File: src/mtm_pkg.sv
// Constants shared by the modulo timer: register indices, field positions,
// reset values and source codes.
// Assumes a 32-bit AHB-Lite slave port with one register per aligned word.
package mtm_pkg;

  // Register indices; byte address is four times the index
  localparam logic [1:0] MTM_IDX_SC  = 2'h0;
  localparam logic [1:0] MTM_IDX_CLK = 2'h1;
  localparam logic [1:0] MTM_IDX_CNT = 2'h2;
  localparam logic [1:0] MTM_IDX_MOD = 2'h3;
  localparam int         MTM_IDX_LSB = 2;
  localparam int         MTM_IDX_MSB = 3;
  localparam int         MTM_HI_LSB  = 4;

  // Status and control fields
  localparam int MTM_SC_FLAG  = 7;
  localparam int MTM_SC_IRQEN = 6;
  localparam int MTM_SC_RST   = 5;
  localparam int MTM_SC_STOP  = 4;

  // Clock configuration fields
  localparam int MTM_CLOCK_SOURCE_SELECT_MSB = 5;
  localparam int MTM_CLOCK_SOURCE_SELECT_LSB = 4;
  localparam int MTM_PS_MSB   = 3;
  localparam int MTM_PS_LSB   = 0;

  // Reset values, count step and limits
  localparam logic [7:0] MTM_CNT_RST  = 8'h00;
  localparam logic [7:0] MTM_MOD_RST  = 8'h00;
  localparam logic [7:0] MTM_CNT_MAX  = 8'hff;
  localparam logic [7:0] MTM_CNT_ONE  = 8'h01;
  localparam logic [1:0] MTM_CLOCK_SOURCE_SELECT_RST = 2'h0;
  localparam logic [3:0] MTM_PS_RST   = 4'h0;
  localparam logic [3:0] MTM_PS_MAX   = 4'h8;

  // Clock source codes
  localparam logic [1:0] MTM_SRC_BUS   = 2'h0;
  localparam logic [1:0] MTM_SRC_FIXED = 2'h1;
  localparam logic [1:0] MTM_SRC_FALL  = 2'h2;
  localparam logic [1:0] MTM_SRC_RISE  = 2'h3;

  // AHB transfer type bit that marks NONSEQ or SEQ
  localparam int MTM_HTRANS_ACT = 1;

  // Counter modes
  typedef enum logic [1:0] {
    MTM_MODE_STOPPED,
    MTM_MODE_FREE,
    MTM_MODE_MODULO
  } mtm_mode_t;

endpackage

File: src/mtm_tick.sv
// Count clock source selector and nine-step power-of-two prescaler.
// Assumes all pin inputs are already synchronous to hclk.
module mtm_tick
(
  input  wire logic       hclk,
  input  wire logic       hresetn,
  input  wire logic       run,
  input  wire logic       restart,
  input  wire logic [1:0] clock_source_select,
  input  wire logic [3:0] ps,
  input  wire logic       fixed_frequency_clock,
  input  wire logic       external_timer_clock_pin,
  output logic            tick
);
  import mtm_pkg::*;

  logic [7:0] pre_q;
  logic [7:0] pre_d;
  logic       fix_prev_q;
  logic       pin_prev_q;
  logic       src_edge;
  logic [3:0] ps_eff;
  logic [7:0] mask;

  // Codes above divide-by-256 fold onto it
  assign ps_eff = (ps > MTM_PS_MAX) ? MTM_PS_MAX : ps;

  // Per bit: prescaler bit takes part in the terminal match
  genvar gi;
  generate
    for (gi = 0; gi < 8; gi = gi + 1)
    begin : g_mask
      assign mask[gi] = (ps_eff > 4'(gi));
    end
  endgenerate

  // Source edge; the bus clock gives one edge every cycle
  always_comb
  begin
    case (clock_source_select)
      MTM_SRC_BUS:   src_edge = 1'b1;
      MTM_SRC_FIXED: src_edge = fixed_frequency_clock & ~fix_prev_q;
      MTM_SRC_FALL:  src_edge = ~external_timer_clock_pin & pin_prev_q;
      MTM_SRC_RISE:  src_edge = external_timer_clock_pin & ~pin_prev_q;
      default:       src_edge = 1'b0;
    endcase
  end

  // Tick when all selected prescaler bits are ones on a source edge
  assign tick = run & src_edge & ((pre_q & mask) == mask);

  // Prescaler freezes while run is low, so it resumes mid-period; restart zeroes it
  always_comb
  begin
    pre_d = pre_q;
    if (restart)
      pre_d = MTM_CNT_RST;
    else if (run & src_edge)
      pre_d = pre_q + MTM_CNT_ONE;
  end

  // Prescaler and edge history registers
  always_ff @(posedge hclk or negedge hresetn)
  begin
    if (!hresetn)
    begin
      pre_q      <= MTM_CNT_RST;
      fix_prev_q <= 1'b0;
      pin_prev_q <= 1'b0;
    end
    else
    begin
      pre_q      <= pre_d;
      fix_prev_q <= fixed_frequency_clock;
      pin_prev_q <= external_timer_clock_pin;
    end
  end

endmodule

File: src/mtm_modulo_timer.sv
// 8-bit modulo timer with AHB-Lite register slave and overflow request.
// Assumes one AHB-Lite master, word transfers, and pins synchronous to hclk.
//
// How it works
// - Eight-bit counter, modulo, source, prescaler, interrupt
// - Stopped, free-running or modulo; stopped after reset
// - Nonzero modulo selects modulo mode, zero free-runs
// - Reset stops, zeroes count and modulo, defaults
// - Clearing the stop bit starts counting
// - Four count sources: bus, fixed, pin edges
// - Source codes: bus, fixed, pin fall, pin rise
// - Source change keeps the current count
// - Prescaler divides by one up to 256
// - Code n divides by two to n, capped
// - Prescaler change keeps the current count
// - Modulo accepts any value; zero free-runs
// - Count to modulo, then wrap to zero
// - Overflow flag sets on wrap to zero
// - Modulo write zeroes count and clears flag
// - Flag clears by read then zero write
// - Overflow between steps cancels the clear
// - Reset bit or modulo write clears flag
// - Interrupt request is flag and enable
// - Count register is read-only, reads harmless
module mtm_modulo_timer
(
  input  wire logic        hclk,
  input  wire logic        hresetn,
  input  wire logic        hsel,
  input  wire logic [31:0] haddr,
  input  wire logic [1:0]  htrans,
  input  wire logic        hwrite,
  input  wire logic [2:0]  hsize,
  input  wire logic [31:0] hwdata,
  input  wire logic        hready,
  output logic             hreadyout,
  output logic             hresp,
  output logic [31:0]      hrdata,
  input  wire logic        fixed_frequency_clock,
  input  wire logic        external_timer_clock_pin,
  output logic             overflow_irq
);
  import mtm_pkg::*;

  // Bus phase state
  logic        ph_valid_q;
  logic        ph_valid_d;
  logic        ph_write_q;
  logic        ph_write_d;
  logic        ph_map_q;
  logic        ph_map_d;
  logic [1:0]  ph_idx_q;
  logic [1:0]  ph_idx_d;
  logic        rd_pend_q;
  logic        rd_pend_d;
  logic [31:0] hrdata_q;
  logic [31:0] hrdata_d;
  logic        addr_ok;
  logic        addr_map;
  logic        wr_now;
  logic        rd_now;
  logic [31:0] rd_mux;

  // Timer state
  logic [7:0]  count_q;
  logic [7:0]  count_d;
  logic [7:0]  mod_q;
  logic [7:0]  mod_d;
  logic [1:0]  clock_source_select_q;
  logic [1:0]  clock_source_select_d;
  logic [3:0]  ps_q;
  logic [3:0]  ps_d;
  logic        stop_q;
  logic        stop_d;
  logic        irq_en_q;
  logic        irq_en_d;
  logic        flag_q;
  logic        flag_d;
  logic        arm_q;
  logic        arm_d;
  logic        tick;
  logic        overflow;
  logic        wr_sc;
  logic        wr_clk;
  logic        wr_mod;
  logic        cnt_reset;
  logic        flag_clr;
  logic [7:0]  sc_val;
  logic [7:0]  clk_val;
  mtm_mode_t   mode;

  // Address decode; only the four low words are mapped, the rest read zero
  assign addr_ok  = hsel & hready & htrans[MTM_HTRANS_ACT];
  assign addr_map = (haddr[31:MTM_HI_LSB] == 28'h0000000) & (haddr[1:0] == 2'h0);

  // Reads take one wait state so hrdata is sampled after any prior write lands
  always_comb
  begin
    ph_valid_d = ph_valid_q;
    ph_write_d = ph_write_q;
    ph_map_d   = ph_map_q;
    ph_idx_d   = ph_idx_q;
    rd_pend_d  = 1'b0;
    if (hready)
    begin
      ph_valid_d = addr_ok;
      ph_write_d = hwrite;
      ph_map_d   = addr_map;
      ph_idx_d   = haddr[MTM_IDX_MSB:MTM_IDX_LSB];
      rd_pend_d  = addr_ok & ~hwrite;
    end
  end

  assign hreadyout = ~rd_pend_q;
  assign hresp     = 1'b0; // Always OKAY
  assign wr_now    = ph_valid_q & ph_write_q & ph_map_q;
  assign rd_now    = rd_pend_q & ph_map_q;
  assign wr_sc     = wr_now & (ph_idx_q == MTM_IDX_SC);
  assign wr_clk    = wr_now & (ph_idx_q == MTM_IDX_CLK);
  assign wr_mod    = wr_now & (ph_idx_q == MTM_IDX_MOD);

  // Readback values; reset bit always reads zero
  assign sc_val  = {flag_q, irq_en_q, 1'b0, stop_q, 4'h0};
  assign clk_val = {2'h0, clock_source_select_q, ps_q};

  always_comb
  begin
    case (ph_idx_q)
      MTM_IDX_SC:  rd_mux = {24'h000000, sc_val};
      MTM_IDX_CLK: rd_mux = {24'h000000, clk_val};
      MTM_IDX_CNT: rd_mux = {24'h000000, count_q};
      MTM_IDX_MOD: rd_mux = {24'h000000, mod_q};
      default:     rd_mux = 32'h00000000;
    endcase
  end

  // Read data register holds until the next read completes
  always_comb
  begin
    hrdata_d = hrdata_q;
    if (rd_pend_q)
      hrdata_d = rd_now ? rd_mux : 32'h00000000;
  end

  assign hrdata = hrdata_q;

  // Bus registers
  always_ff @(posedge hclk or negedge hresetn)
  begin
    if (!hresetn)
    begin
      ph_valid_q <= 1'b0;
      ph_write_q <= 1'b0;
      ph_map_q   <= 1'b0;
      ph_idx_q   <= MTM_IDX_SC;
      rd_pend_q  <= 1'b0;
      hrdata_q   <= 32'h00000000;
    end
    else
    begin
      ph_valid_q <= ph_valid_d;
      ph_write_q <= ph_write_d;
      ph_map_q   <= ph_map_d;
      ph_idx_q   <= ph_idx_d;
      rd_pend_q  <= rd_pend_d;
      hrdata_q   <= hrdata_d;
    end
  end

  // Prescaled tick source; runs only while the stop bit is clear
  mtm_tick u_tick
  (
    .hclk                     (hclk),
    .hresetn                  (hresetn),
    .run                      (~stop_q),
    .restart                  (cnt_reset),
    .clock_source_select                     (clock_source_select_q),
    .ps                       (ps_q),
    .fixed_frequency_clock    (fixed_frequency_clock),
    .external_timer_clock_pin (external_timer_clock_pin),
    .tick                     (tick)
  );

  // Mode follows the stop bit and whether a modulo is loaded
  always_comb
  begin
    if (stop_q)
      mode = MTM_MODE_STOPPED;
    else if (mod_q != MTM_MOD_RST)
      mode = MTM_MODE_MODULO;
    else
      mode = MTM_MODE_FREE;
  end

  // Wrap point: modulo value, or full range in free-running mode
  always_comb
  begin
    case (mode)
      MTM_MODE_MODULO: overflow = tick & (count_q == mod_q);
      MTM_MODE_FREE:   overflow = tick & (count_q == MTM_CNT_MAX);
      MTM_MODE_STOPPED: overflow = 1'b0;
      default:         overflow = 1'b0;
    endcase
  end

  // Counter reset by the reset bit or any modulo write
  assign cnt_reset = (wr_sc & hwdata[MTM_SC_RST]) | wr_mod;

  // Counter, modulo and clock settings; clock settings changes never touch the count
  always_comb
  begin
    count_d = count_q;
    mod_d   = mod_q;
    clock_source_select_d  = clock_source_select_q;
    ps_d    = ps_q;
    if (cnt_reset)
      count_d = MTM_CNT_RST;
    else if (overflow)
      count_d = MTM_CNT_RST;
    else if (tick)
      count_d = count_q + MTM_CNT_ONE;
    if (wr_mod)
      mod_d = hwdata[7:0];
    if (wr_clk)
    begin
      clock_source_select_d = hwdata[MTM_CLOCK_SOURCE_SELECT_MSB:MTM_CLOCK_SOURCE_SELECT_LSB];
      ps_d   = hwdata[MTM_PS_MSB:MTM_PS_LSB];
    end
  end

  // Two-step clear: arm on a status read with the flag up, fire on a zero write
  assign flag_clr = cnt_reset | (wr_sc & arm_q & ~hwdata[MTM_SC_FLAG]);

  always_comb
  begin
    stop_d   = stop_q;
    irq_en_d = irq_en_q;
    flag_d   = flag_q;
    arm_d    = arm_q;
    if (wr_sc)
    begin
      stop_d   = hwdata[MTM_SC_STOP];
      irq_en_d = hwdata[MTM_SC_IRQEN];
    end
    if (flag_clr)
      flag_d = 1'b0;
    if (overflow)
      flag_d = 1'b1;
    // Any overflow or status write disarms; a fresh read must precede the clear
    if (overflow | wr_sc | wr_mod)
      arm_d = 1'b0;
    else if (rd_now & (ph_idx_q == MTM_IDX_SC) & flag_q)
      arm_d = 1'b1;
  end

  // Request stays up until the flag or the enable drops; enabling with the flag up fires at once
  assign overflow_irq = flag_q & irq_en_q;

  // Timer registers
  always_ff @(posedge hclk or negedge hresetn)
  begin
    if (!hresetn)
    begin
      count_q  <= MTM_CNT_RST;
      mod_q    <= MTM_MOD_RST;
      clock_source_select_q   <= MTM_CLOCK_SOURCE_SELECT_RST;
      ps_q     <= MTM_PS_RST;
      stop_q   <= 1'b1;
      irq_en_q <= 1'b0;
      flag_q   <= 1'b0;
      arm_q    <= 1'b0;
    end
    else
    begin
      count_q  <= count_d;
      mod_q    <= mod_d;
      clock_source_select_q   <= clock_source_select_d;
      ps_q     <= ps_d;
      stop_q   <= stop_d;
      irq_en_q <= irq_en_d;
      flag_q   <= flag_d;
      arm_q    <= arm_d;
    end
  end

endmodule

File: config.mk
export PLATFORM = sky130hd
export DESIGN_NAME = mtm_modulo_timer
export DESIGN_NICKNAME = d
export VERILOG_FILES = /design/src/mtm_pkg.sv /design/src/mtm_tick.sv /design/src/mtm_modulo_timer.sv
export SDC_FILE = /design/constraint.sdc
export NUM_CORES = 1
export LEC_CHECK = 0
export BUFFER_PORTS_ARGS = -buffer_cell sky130_fd_sc_hd__buf_2
export CAP_MARGIN = 10
export CORE_AREA = 2 2 78 80
export DETAILED_ROUTE_END_ITERATION = 10
export DIE_AREA = 0 0 80 82
export GPL_TIMING_DRIVEN = 0
export PLACE_DENSITY = 0.9
export SKIP_LAST_GASP = 1
export SYNTH_ARGS = -nofsm -noshare
export SYNTH_HDL_FRONTEND = slang
export SYNTH_SLANG_ARGS = --single-unit
File: constraint.sdc
create_clock -name hclk -period 2.83 [get_ports hclk]
set_clock_uncertainty 0.15 [all_clocks]
set_input_delay 0.1415 -clock hclk [delete_from_list [all_inputs] [get_ports hclk]]
set_output_delay 0.1415 -clock hclk [all_outputs]
set_load 0.01 [all_outputs]
==> metrics.md <==
| Metric | Value |
|---|---|
| Row count | 28 |
| Overflow after GRT | 0 |
| Vias/cell | roughly 5.9 |
| Critical-path maximum fanout | 9 |
| Synth unique cells | 57 |
| Post-synthesis sequential area ratio | a little over two fifths |
| Layout cell share with drive strength beyond 1 | 31.1% |
| Drt pass-1 iters | 5 |
| Synth async-reset ratio | 100% |
| Tot GR Track Use | between 20% and 30% |
| Syn_area_per_cell | slightly above 10 sq um |
| XOR/XNOR Fraction of Synth Area | ~3.3% |
| Crit. Startpoint | ph_map_q$_DFFE_PN0P_ |
| Quantity of I/O buffers inserted on ports | 56 |
| Boundary pin count | approximately 110 |
| Internal power | 1.46 mW |
| Die width | around 80 um |
| Yosys warnings | 0 |
| Core area | 5750 sq um |
| Mapped Cells | roughly 290 |
| Critical R2R Launch | ph_map_q$_DFFE_PN0P_ |
| Kind of critical path | reg2reg |
| Setup TNS | 0 ns |
| Vias in the first global route | ~2,700 |
| Clock root buffer master | clkbuf_8 |
| Multiplexer area fraction after synthesis | 8.73% |
| FMAX | about 430 MHz |
| Power share of the clock group | between 20 and 25% |
| CTS Buf Count | 5 |
| H-tree depth | 2 |
| First-pass GRT wire length | 13,500 um |
| DRC violations left | 0 |
| Iter 0 DRT Violations | around 290 |
| P&R area growth vs syn | 26.4% |
| Antenna violations before repair | 0 |
| DR WL/cell | 17.1 um |
| # Post-CTS Setup Buffers | 0 |
| Capture point of the worst reg-to-reg path | count_q[2]$_DFFE_PN0P_ |
| Minimum clock period after layout | about 2.3 ns |
| Largest net degree at the start of global routing | 51 |
| Final Cycle Share | 81.7% |
| Crit path cell chain | nand2b_1 > nor2_1 > and3_1 > buf_2 > a21oi_2 > nand2_1 > o221ai_1 |
| CP max stage cell | dfrtp_1 |
| Final hold violation count | 0 |
| Commonest non-fill, non-tap cells in the layout | buf_2 (62), dfrtp_1 (49), buf_4 (25), conb_1 (25) |
| RSZ-0062 raised after global routing | false |
| CTS clk-pin slew, worst paths | 0.10 ns |
| Switch Pwr | 0.840 mW |
| Antenna-violating nets left | 0 |
| Switching Fraction | 36.5% |
| Worst setup EP type | flop |
| Clk_lat worst skew | roughly 0.32 ns |
| Adder-Cell Fraction of Synth Area | 0.848% |
| Comb pwr share | roughly a third |
| Post-detail-place hpwl | 5350 um |
| Post-Syn Area | 2950 sq um |
| Die area | 6560 sq um |
| #FFs+latches synth | 50 |
| Primary FF master, synth | dfrtp_1 |
| Hold_sp | hready |
| Part of the power in registers | a little over two fifths |
| Final Slew Violations | 0 |
| Main combinational cell family by area after synthesis | simple AND/OR/NAND/NOR gates |
| Synth Area in Compound Gates | about 14% |
| Final count of negative-setup-slack endpoints | 0 |
| Cell area power density | 616 nW/um^2 |
| Synth Area in Simple Gates | 21.7% |
| Die Height | 82 um |
| Hold depth | 2 |
| Sink of the worst hold path | ph_valid_q$_DFFE_PN0P_ |
| Rel. slew slack | between 20% and 30% |
| Reg2reg path depth | 7 |
| Cell leakage power | 1.80 nW |
| Layout Utilization | roughly two thirds |
| Worst-Margin Slew | approximately 1.1 ns |
| Starting Density | between 50% and 60% |
| Crit path required time | just under 3 ns |
| Hold Crit Class | in2reg |
| # Max-Cap Violations | 0 |
| TritonCTS clock tree | done |
| CP startpoint kind | flop |
| Total number of vias | approximately 2,800 |
| WL final | slightly above 8000 um |
| Status | finished, final reports clean |
| Sink Count | 50 |
| Max Root-Sink Buffers | 2 |
| EDFF count, synth | 0 |
| Max incr delay on CP | between 0.4 and 0.5 ns |
| Worst Path Arrival | 2.39 ns |
| Peak VDD IR | slightly above 0.0007 V |
| Commonest non-fill, non-tap cell in the layout | buf_2 |
| Flop-to-flop setup slack | between 0.5 and 0.6 ns |
| Layout net count | roughly 480 |
| GP Congestion | roughly 0.83 |
| ANT cells | 0 |
[metrics by stage]
stage | instances | power, mW | instance area (sq um) | hold slack (ns) | setup WS, ns
6_report | 474 | 2.30 | 3730 | 0.0739 | 0.518
5_1_grt | 474 | 2.44 | 3730 | 0.120 | 0.404
4_1_cts | 475 | 2.28 | 3740 | 0.0683 | 0.137
3_5_place_dp | 446 | 1.74 | 3420 | 0.122 | 0.718
3_3_place_gp | 446 | 1.70 | 3420 | 0.118 | 0.777
2_1_floorplan | 315 | 1.54 | 3040 | -0.304 | 0.973
[logic make-up (layout without fill, tap and decap cells)]
logic type               count (synthesis)  count (layout)
AND/OR/NAND/NOR                        108             108
AO/OA/AOI/OAI                           51              51
flip-flops                              50              50
buffers and inverters                   46             130
multiplexers                            22              22
XOR/XNOR                                11              11
adder cells (fa/ha/maj)                  2               2
other                                    1              25
[power groups by stage]
stage | Sequential, mW | Clock [mW] | Combinational [mW]
3_3_place_gp | 0.988 | 0 | 0.708
6_report | 0.990 | 0.515 | 0.792
4_1_cts | 0.985 | 0.516 | 0.776
2_1_floorplan | 0.953 | 0 | 0.585
3_5_place_dp | 0.996 | 0 | 0.749
5_1_grt | 1.01 | 0.548 | 0.885
[routing by layer]
metal	vias up	share of wire (%)	track usage, %
met3	40	8.4	5.16
met2	190	51	46.3
met1	1315	37	32.9
met5	-	0	0
met4	0	3.9	12.9
li1	1234	-	-
[synth_stat cells, types with 2 or more instances]
master,count,area (sq um)
o221ai_2,3,45.0
nand4_1,15,93.8
nand2_1,21,78.8
or3_1,4,25.0
nor2_1,21,78.8
o22ai_1,2,12.5
nor4_4,2,42.5
nand2b_1,5,31.3
xnor2_1,4,35.0
a21o_1,2,15.0
o21ai_0,10,50.1
clkbuf_1,3,11.3
dfrtp_1,49,1230
a22oi_1,7,52.6
nor2b_1,2,12.5
xor2_1,7,61.3
inv_1,9,33.8
ha_1,2,25.0
nor3_1,2,10.0
o2bb2ai_1,7,61.3
buf_2,6,30.0
nor4_1,6,37.5
and3_1,2,12.5
o221ai_1,6,52.6
buf_4,25,188
nand3_1,10,50.1
a21oi_1,6,30.0
mux2_2,12,135
and2_1,3,18.8
nand3b_1,3,22.5
mux2_1,8,90.1
nor4bb_1,2,20.0
[final cells by class]
| class | count | area [sq um] |
|---|---|---|
| multi-input combinational | 219 | 1520 |
| fill | 427 | 2020 |
| clock buffer | 5 | 68.8 |
| clock inverter | 3 | 45.0 |
| buffer | 35 | 233 |
| sequential | 50 | 1250 |
| inverter | 11 | 41.3 |
| tap | 75 | 93.8 |
| timing repair buffer | 76 | 480 |
[how the worst max path moves through the flow]
stage          slack (ns)  cells after the start                endpoint
3_3_place_gp         0.78                      7  count_q[2]$_DFFE_PN0P_
3_5_place_dp         0.72                      7  count_q[2]$_DFFE_PN0P_
5_1_grt              0.40                      7  count_q[3]$_DFFE_PN0P_
6_report             0.52                      7  count_q[2]$_DFFE_PN0P_
4_1_cts              0.14                      8    ph_map_q$_DFFE_PN0P_
2_1_floorplan        0.97                      6  count_q[2]$_DFFE_PN0P_
[timing repair]
item | in CTS | in global routing
endpoints found under the hold margin | 73 | 0
hold buffers | 21 | 0
setup endpoints to repair | 0 | 1
resized for setup | 0 | 0
[critical path: cells and delay by family (launching register included)]
kind,cells,cell delay [ns]
buf+inv,1,0.19
simple gates,4,0.71
compound gates,2,0.70
flops,1,0.47
[state kept, by name, summed over array words and instances (netlist names), 2 cells and up]
signal and cells:
ps_q 4, hrdata 8, count_q 8, clock_source_select_q 2, ph_idx_q 2, mod_q 8
u_tick.pre_q 8
(Power assumes the default switching activity.)
